`src/hw/adcr_pkg.sv`:
```
// constants and types for the converter control and result registers
// Functional notes
// - one shared converter, 10-bit unsigned result
// - bandgap and line amplifier offered as sources
// - source field plus channel field pick input
// - align 0: high D9..D2, low D1..D0 top
// - align 1: high D9..D8 low, low D7..D0
// - unused result bit positions read zero
// - converter disabled keeps result registers unchanged
// - result pair read-only, readable after conversion
// - two 8-bit control registers, busy readable
// - 4-bit channel field selects external channel
// - 3-bit source field picks internal or external
// - analog pin loses its digital function
// - analog pin has pull-high removed automatically
// - start 0-1-0 launches, busy, done flag
// - source codes: ext, bandgap, line amp, ground
// - converter clock is system clock divided 1..128
// - channel codes 0-3 valid, others float
package adcr_pkg;

   // register byte addresses on the bus
   localparam logic [7:0] ADDR_RESULT_HIGH = 8'h00;
   localparam logic [7:0] ADDR_RESULT_LOW  = 8'h04;
   localparam logic [7:0] ADDR_CONTROL_0   = 8'h08;
   localparam logic [7:0] ADDR_CONTROL_1   = 8'h0c;
   localparam logic [7:0] ADDR_PIN_FUNC    = 8'h10;
   localparam logic [7:0] ADDR_IRQ_STATUS  = 8'h14;
   localparam logic [7:0] ADDR_IRQ_MASK    = 8'h18;

   // conv_control_0 fields
   localparam int C0_START_BIT = 7;
   localparam int C0_BUSY_BIT  = 6;
   localparam int C0_EN_BIT    = 5;
   localparam int C0_ALIGN_BIT = 4;
   localparam int C0_CH_LSB    = 0;

   // conv_control_1 fields
   localparam int C1_SRC_LSB  = 5;
   localparam int C1_VREF_LSB = 3;
   localparam int C1_DIV_LSB  = 0;

   // widths
   localparam int RESULT_W = 10;
   localparam int CH_W     = 4;
   localparam int NUM_EXT  = 4;

   // reset values
   localparam logic [7:0] CONTROL_0_RST = 8'h00;
   localparam logic [7:0] CONTROL_1_RST = 8'h00;
   localparam logic [3:0] PIN_FUNC_RST  = 4'h0;
   localparam logic [9:0] RESULT_RST    = 10'h000;

   // converter clock divider: counter width covers divide by 128
   localparam int          DIV_CNT_W  = 7;
   localparam int unsigned SYS_CLK_NS = 100;

   // analog source routed to the converter
   typedef enum logic [1:0] {
      SRC_EXTERNAL = 2'b00,
      SRC_BANDGAP  = 2'b01,
      SRC_LINE_AMP = 2'b10,
      SRC_GROUND   = 2'b11
   } adcr_src_e;

   // successive approximation sequencer
   typedef enum logic [1:0] {
      ST_IDLE  = 2'b00,
      ST_TRIAL = 2'b01,
      ST_DONE  = 2'b10
   } adcr_state_e;

endpackage

```
`src/hw/adcr_top.sv`:
```
// converter control, result registers, apb slave and interrupt
`timescale 1ns/1ns
module adcr_top
   import adcr_pkg::*;
#(
   parameter int ADDR_W = 8
) (
   input  wire logic                pclk,
   input  wire logic                presetn,
   input  wire logic                psel,
   input  wire logic                penable,
   input  wire logic                pwrite,
   input  wire logic [ADDR_W-1:0]   paddr,
   input  wire logic [31:0]         pwdata,
   input  wire logic [3:0]          pstrb,
   output logic      [31:0]         prdata,
   output logic                     pready,
   output logic                     pslverr,
   input  wire logic                comp_hi,
   output logic [RESULT_W-1:0]      sar_code,
   output logic                     sar_sample,
   output logic                     conv_power_on,
   output logic [1:0]               mux_source,
   output logic [1:0]               mux_ext_ch,
   output logic                     mux_ext_valid,
   output logic [1:0]               vref_sel,
   output logic [NUM_EXT-1:0]       pin_digital_off,
   output logic [NUM_EXT-1:0]       pin_pullup_off,
   output logic                     irq
);

   // ---------------- functions ----------------
   // source field to routed source
   function automatic adcr_src_e src_decode(input logic [2:0] code);
      unique case (code)
         3'h1:        src_decode = SRC_BANDGAP;
         3'h2:        src_decode = SRC_LINE_AMP;
         3'h3, 3'h4:  src_decode = SRC_GROUND;
         default:     src_decode = SRC_EXTERNAL;
      endcase
   endfunction

   // divider terminal count for a 1,2,4..128 ratio
   function automatic logic [DIV_CNT_W-1:0] div_limit(input logic [2:0] sel);
      logic [7:0] ratio;
      ratio     = 8'h01 << sel;
      div_limit = DIV_CNT_W'(ratio - 8'h01);
   endfunction

   // ---------------- registers ----------------
   logic [7:0]          control_0_r;
   logic [7:0]          control_1_r;
   logic [NUM_EXT-1:0]  pin_func_r;
   logic [RESULT_W-1:0] result_r;
   logic                start_prev_r;
   logic                busy_r;
   logic                done_stat_r;
   logic                done_mask_r;
   adcr_state_e         state_r;
   logic [3:0]          bit_idx_r;
   logic [RESULT_W-1:0] code_r;
   logic [DIV_CNT_W-1:0] div_cnt_r;
   logic                sample_r;

   // ---------------- field views ----------------
   wire logic       conv_en   = control_0_r[C0_EN_BIT];
   wire logic       align     = control_0_r[C0_ALIGN_BIT];
   wire logic       start_bit = control_0_r[C0_START_BIT];
   wire logic [3:0] ch_sel    = control_0_r[C0_CH_LSB +: CH_W];
   wire logic [2:0] src_sel   = control_1_r[C1_SRC_LSB +: 3];
   wire logic [1:0] vref_fld  = control_1_r[C1_VREF_LSB +: 2];
   wire logic [2:0] div_sel   = control_1_r[C1_DIV_LSB +: 3];

   // ---------------- bus decode ----------------
   wire logic setup_ph  = psel & ~penable;
   wire logic wr_take   = psel & penable & pready & pwrite;
   wire logic [7:0] a8  = 8'(paddr);
   wire logic hit_rh    = (a8 == ADDR_RESULT_HIGH);
   wire logic hit_rl    = (a8 == ADDR_RESULT_LOW);
   wire logic hit_c0    = (a8 == ADDR_CONTROL_0);
   wire logic hit_c1    = (a8 == ADDR_CONTROL_1);
   wire logic hit_pf    = (a8 == ADDR_PIN_FUNC);
   wire logic hit_st    = (a8 == ADDR_IRQ_STATUS);
   wire logic hit_mk    = (a8 == ADDR_IRQ_MASK);
   wire logic hit_any   = hit_rh | hit_rl | hit_c0 | hit_c1 | hit_pf | hit_st | hit_mk;
   // result registers refuse writes with an error
   wire logic bad_acc   = ~hit_any | (pwrite & (hit_rh | hit_rl));
   wire logic lane0     = pstrb[0];
   wire logic wr_c0     = wr_take & hit_c0 & lane0;
   wire logic wr_c1     = wr_take & hit_c1 & lane0;
   wire logic wr_pf     = wr_take & hit_pf & lane0;
   wire logic wr_st     = wr_take & hit_st & lane0;
   wire logic wr_mk     = wr_take & hit_mk & lane0;

   // result alignment, unused bits zero
   wire logic [7:0] res_high = align ? {6'h00, result_r[9:8]}
                                     : result_r[9:2];
   wire logic [7:0] res_low  = align ? result_r[7:0]
                                     : {result_r[1:0], 6'h00};

   // busy is read back live in bit 6, not stored in the control byte
   wire logic [7:0] c0_view  = {control_0_r[7], busy_r, control_0_r[5:0]};

   wire logic [7:0] rd_mux   = hit_rh ? res_high :
                               hit_rl ? res_low :
                               hit_c0 ? c0_view :
                               hit_c1 ? control_1_r :
                               hit_pf ? {4'h0, pin_func_r} :
                               hit_st ? {7'h00, done_stat_r} :
                               hit_mk ? {7'h00, done_mask_r} : 8'h00;

   // bus answer: no wait state; read data is registered in the setup cycle so it leaves a flop
   always_ff @(posedge pclk or negedge presetn) begin
      if (!presetn) begin
         pready  <= 1'b0;
         pslverr <= 1'b0;
         prdata  <= 32'h0000_0000;
      end else begin
         pready  <= setup_ph;
         pslverr <= setup_ph & bad_acc;
         prdata  <= (setup_ph & ~pwrite) ? {24'h00_0000, rd_mux} : 32'h0000_0000;
      end
   end

   // control registers; busy bit is not writable
   always_ff @(posedge pclk or negedge presetn) begin
      if (!presetn) begin
         control_0_r <= CONTROL_0_RST;
         control_1_r <= CONTROL_1_RST;
         pin_func_r  <= PIN_FUNC_RST;
      end else begin
         if (wr_c0)
            control_0_r <= pwdata[7:0];
         if (wr_c1)
            control_1_r <= pwdata[7:0];
         if (wr_pf)
            pin_func_r  <= pwdata[NUM_EXT-1:0];
      end
   end

   // ---------------- start detection ----------------
   // launch on the falling edge of the start bit after it was high;
   // a launch while busy or disabled is dropped
   wire logic launch = start_prev_r & ~start_bit & conv_en & ~busy_r;

   always_ff @(posedge pclk or negedge presetn) begin
      if (!presetn)
         start_prev_r <= 1'b0;
      else
         start_prev_r <= start_bit;
   end

   // ---------------- converter clock ----------------
   // divider restarts at each launch so every trial is a full period
   wire logic [DIV_CNT_W-1:0] div_top = div_limit(div_sel);
   wire logic conv_tick = (div_cnt_r == div_top);

   always_ff @(posedge pclk or negedge presetn) begin
      if (!presetn)
         div_cnt_r <= '0;
      else if (launch || conv_tick || state_r != ST_TRIAL)
         div_cnt_r <= '0;
      else
         div_cnt_r <= div_cnt_r + DIV_CNT_W'(1);
   end

   // ---------------- sequencer ----------------
   wire logic last_bit  = (bit_idx_r == 4'h0);
   wire logic keep_bit  = comp_hi;
   // disable aborts a conversion and leaves the old result alone
   wire logic abort     = ~conv_en;

   // one shared successive approximation engine for every source
   always_ff @(posedge pclk or negedge presetn) begin
      if (!presetn) begin
         state_r   <= ST_IDLE;
         bit_idx_r <= 4'h0;
         code_r    <= RESULT_RST;
         busy_r    <= 1'b0;
         sample_r  <= 1'b0;
      end else begin
         sample_r <= 1'b0;
         unique case (state_r)
            ST_IDLE: begin
               if (launch) begin
                  state_r   <= ST_TRIAL;
                  bit_idx_r <= 4'(RESULT_W - 1);
                  code_r    <= 10'h200;
                  busy_r    <= 1'b1;
               end
            end
            ST_TRIAL: begin
               if (abort) begin
                  state_r <= ST_IDLE;
                  busy_r  <= 1'b0;
               end else if (conv_tick) begin
                  sample_r <= 1'b1;
                  code_r[bit_idx_r] <= keep_bit;
                  if (last_bit) begin
                     state_r <= ST_DONE;
                  end else begin
                     code_r[bit_idx_r - 4'h1] <= 1'b1;
                     bit_idx_r <= bit_idx_r - 4'h1;
                  end
               end
            end
            ST_DONE: begin
               state_r <= ST_IDLE;
               busy_r  <= 1'b0;
            end
            default: begin
               state_r <= ST_IDLE;
               busy_r  <= 1'b0;
            end
         endcase
      end
   end

   // whole 10-bit result written in one edge, never byte by byte
   wire logic finish = (state_r == ST_DONE);

   always_ff @(posedge pclk or negedge presetn) begin
      if (!presetn)
         result_r <= RESULT_RST;
      else if (finish && conv_en)
         result_r <= code_r;
   end

   // ---------------- interrupt ----------------
   // completion sets the sticky flag; set wins over a same-cycle clear
   wire logic done_evt = finish & conv_en;
   wire logic clr_done = wr_st & pwdata[0];

   always_ff @(posedge pclk or negedge presetn) begin
      if (!presetn) begin
         done_stat_r <= 1'b0;
         done_mask_r <= 1'b0;
         irq         <= 1'b0;
      end else begin
         done_stat_r <= done_evt | (done_stat_r & ~clr_done);
         if (wr_mk)
            done_mask_r <= pwdata[0];
         irq <= done_stat_r & done_mask_r;
      end
   end

   // ---------------- analog routing ----------------
   wire adcr_src_e src_now  = src_decode(src_sel);
   // codes 4..15 name no pin, so the external path floats
   wire logic      ch_exist = (ch_sel < CH_W'(NUM_EXT));

   // routing outputs follow the control bytes one cycle later
   always_ff @(posedge pclk or negedge presetn) begin
      if (!presetn) begin
         mux_source    <= SRC_EXTERNAL;
         mux_ext_ch    <= 2'h0;
         mux_ext_valid <= 1'b0;
         vref_sel      <= 2'h0;
         conv_power_on <= 1'b0;
      end else begin
         mux_source    <= src_now;
         mux_ext_ch    <= ch_sel[1:0];
         mux_ext_valid <= ch_exist;
         vref_sel      <= vref_fld;
         conv_power_on <= conv_en;
      end
   end

   // trial code straight from the sequencer flop: with an undivided
   // converter clock the comparator must see the bit under trial at once
   assign sar_code   = code_r;
   assign sar_sample = sample_r;

   // ---------------- pin takeover ----------------
   // an analog pin drops its digital driver and its pull-high at once;
   // both outputs come from the same flop so they can never disagree
   assign pin_digital_off = pin_func_r;
   assign pin_pullup_off  = pin_func_r;

endmodule // adcr_top

```
`config.mk`:
```
export PLATFORM = sky130hd
export DESIGN_NAME = adcr_top
export DESIGN_NICKNAME = d
export VERILOG_FILES = /design/src/hw/adcr_pkg.sv /design/src/hw/adcr_top.sv
export SDC_FILE = /design/constraint.sdc
export NUM_CORES = 1
export LEC_CHECK = 0
export ABC_AREA = 1
export BUFFER_PORTS_ARGS = -buffer_cell sky130_fd_sc_hd__buf_4
export CORE_MARGIN = 2
export CORE_UTILIZATION = 53
export CTS_CLUSTER_DIAMETER = 60
export DETAILED_ROUTE_END_ITERATION = 16
export GPL_TIMING_DRIVEN = 0
export PLACE_DENSITY = 0.81
export SLEW_MARGIN = 20
export SYNTH_ARGS = -nofsm -noshare
export SYNTH_HDL_FRONTEND = slang
export SYNTH_SLANG_ARGS = --single-unit
```
`constraint.sdc`:
```
create_clock -name pclk -period 2.05 [get_ports pclk]
set_input_delay 0.41 -clock pclk [delete_from_list [all_inputs] [get_ports pclk]]
set_output_delay 0.41 -clock pclk [all_outputs]
set_load 0.01 [all_outputs]
```
==> impl_metrics.csv <==
group,metric,value,unit
run_status,outcome,"complete, no violations",
yosys,synth_area_leaders,"dfrtp_1 (46%), nand2_1 (14%), o21ai_0 (6.2%)",
yosys,yosysMostFrequentCell,"nand2_1",
drt,ant_nets,0,
yosys,async_reset_ff_share,100.0,%
global_routing,grt_usage,23.24,%
clocking,post_cts_resized,0,
yosys,syn-instance-count,529,
clocking,cts_root_buf,"clkbuf_8",
place,placed_cell_area,4753,um^2
place,hpwl,6974,um
setup_path,r2r_cells,10,
timing,rsz0062_at_grt,"no",
yosys,synth_edf_count,0,
finish,final_util,65.26,%
drt,drt-total-wl,9424,um
drt,drt_iter0_markers,233,
setup_path,crit_type,"reg2reg",
place,numPortBuffers,59,
timing,hold_ws,0.1920,ns
global_routing,first_global_vias,3398,
drt,drc,0,
power,p_leak,2.562,nW
timing,fin_skew,0.007411,ns
setup_path,endpoint,"sar_code[5]",
setup_path,rr_startpoint,"bit_idx_r[0]",
clocking,htreeDepth,3,
yosys,synth_ff_type,"dfrtp_1",
finish,syn_to_final_growth,21.20,%
yosys,synth_seq_area_share,46.43,%
yosys,ys_types,36,
setup_path,critPathLaunchType,"flop",
timing,tightest_slew,0.9451,ns
clocking,cts_buffers,9,
timing,max_slew_margin,36.99,%
clocking,cts_buffer_depth,2,
timing,drv_slew,0,
timing,fin_crit_sh,88.50,%
yosys,ys_top_cells_by_count,"nand2_1 (150), dfrtp_1 (76), inv_1 (63), o21ai_0 (51), nand3_1 (34)",
place,pre_cts_ws,0.1936,ns
clocking,clkTransAtPathRegs,0.08,ns
drt,dr.pass1.iters,5,
place,gp_congestion,0.8543,
global_routing,globalRoute.totalOverflow,0,
setup_path,rr_endpoint,"sar_code[5]",
clocking,cts_setup_buffers,0,
worst_hold_path,min_path_type,"in2async",
power,power,2.872,mW
floorplan,dieHeight,91.92,um
setup_path,cp.arrival,2.10,ns
finish,diodes,0,
setup_path,critPathRequiredTime,2.34,ns
global_routing,antenna_found_initial,0,
drt,vias,3741,
yosys,synth-seq-cells,76,
setup_path,cp-startpoint,"bit_idx_r[0]",
finish,drive_gt1_share,20.26,%
drt,avgViaCountPerCell,5.132,
setup_path,end_kind,"flop",
clocking,clk-insertion-delay-late,0.34,ns
setup_path,regToRegSetupSlack,0.24,ns
floorplan,io_pins,112,
power,pwr_density_cell,578.5,nW/um^2
floorplan,num_rows,32,
setup_path,path_max_fanout,7,
finish,final_area,4965,um^2
drt,wl_per_cell,12.93,um
finish,nNetsFinal,679,
clocking,cts.sinks,76,
global_routing,grt_max_degree,77,
power,ir_drop,0.3331,mV
timing,fin_ws,0.2357,ns
yosys,syn_area,4096,um^2
clocking,postCtsHoldBufs,0,
timing,finalHoldViolCount,0,
yosys,postSynthAreaPerCell,7.744,um^2
yosys,yosys.area.top_type,"dfrtp_1",
timing,setup_viol,0,
floorplan,initial_core_util,53.85,%
yosys,yosysWarnings,0,
clocking,cts_tree,"yes",
floorplan,coreArea,7607,um^2
timing,period_needed,1.814,ns
floorplan,die_w,91.92,um
job,cap_viol_max_count,0,
yosys,synth.top_cell.area_share,46.43,%
finish,fin_cells,729,
global_routing,grt_pass1_wl,15790,um
floorplan,dieArea,8448,um^2
place,dpl.cell_count,713,
timing,fmax,0.5512,GHz
timing,tns,0,ns
-- placed cells by master (no fill, tap or decap), types with 3 or more instances in the layout --
cell,instances
o21ai_0,51
buf_4,87
nand3b_1,3
nor3_1,4
nand3_1,34
nand2_1,150
buf_2,4
ha_1,7
conb_1,24
nand2_2,5
nor2_4,4
nor2_2,4
a31oi_1,6
nand4_1,6
inv_1,63
nor2_1,30
clkbuf_8,10
clkbuf_1,4
dfrtp_1,76
a21oi_1,24
o21ai_1,6
-- kinds of logic after synthesis --
group	count (synthesis)	share of synthesized area [%]
adders and majority gates	7	2.138
DFF	76	46.43
and+or+nand+nor	246	26.45
buffers and inverters	105	12.68
AOI/OAI and AO/OA	92	11.79
other	1	0.09154
xor gates and xnor gates	2	0.4277
-- how the worst min path moves through the flow --
stage                         from            end  slack (ns)  depth (start not counted)
floorplan                  presetn   bit_idx_r[0]        0.11                          0
global placement    control_0_r[5]  conv_power_on        0.36                          0
detailed placement  control_0_r[5]  conv_power_on        0.37                          0
CTS                        presetn    sar_code[1]        0.24                          1
global route               presetn      prdata[2]        0.27                          1
finish                     presetn    sar_code[1]        0.19                          1
-- registers in the layout, indices dropped and copies added, names as in the netlist, 2 cells and up --
name             count
result_r            10
sar_code            10
control_1_r          8
prdata               8
control_0_r          7
div_cnt_r            7
bit_idx_r            4
pin_digital_off      4
mux_ext_ch           2
mux_source           2
state_r              2
vref_sel             2
-- worst max-delay path: stages, from the launching register on --
cell,delay [ns]
dfrtp_1,0.40
inv_1,0.14
ha_1,0.30
or2_1,0.26
nand2_2,0.09
inv_2,0.06
nor2_4,0.14
nand3_1,0.10
a21oi_1,0.16
nand2_1,0.06
nand2_1,0.06
-- routing by layer --
layer,part of all wire [%],wire [um],global-route usage [%]
met4,2.3,219,8.831
met5,0,0,0
met1,44,4101,31.51
met3,6.5,610,4.191
met2,48,4493,37.38
-- area by class of cell --
class                   count  area, um^2
plain buffers              39       271.5
fillers                   690        2643
clock buffers              10       137.6
repair buffers             59       442.9
well taps                 102       127.6
inverters                  66       247.7
multi-input cells         371        1764
flip-flops and latches     76        1902
clock inverters             6       71.32
-- where the power goes --
part | switching [mW] | internal, mW | total [mW]
clock network | 0.597 | 0.607 | 1.20
logic | 0.0949 | 0.0695 | 0.164
registers | 0.00229 | 1.50 | 1.50
Note: power is estimated with default switching activity, not from simulation.
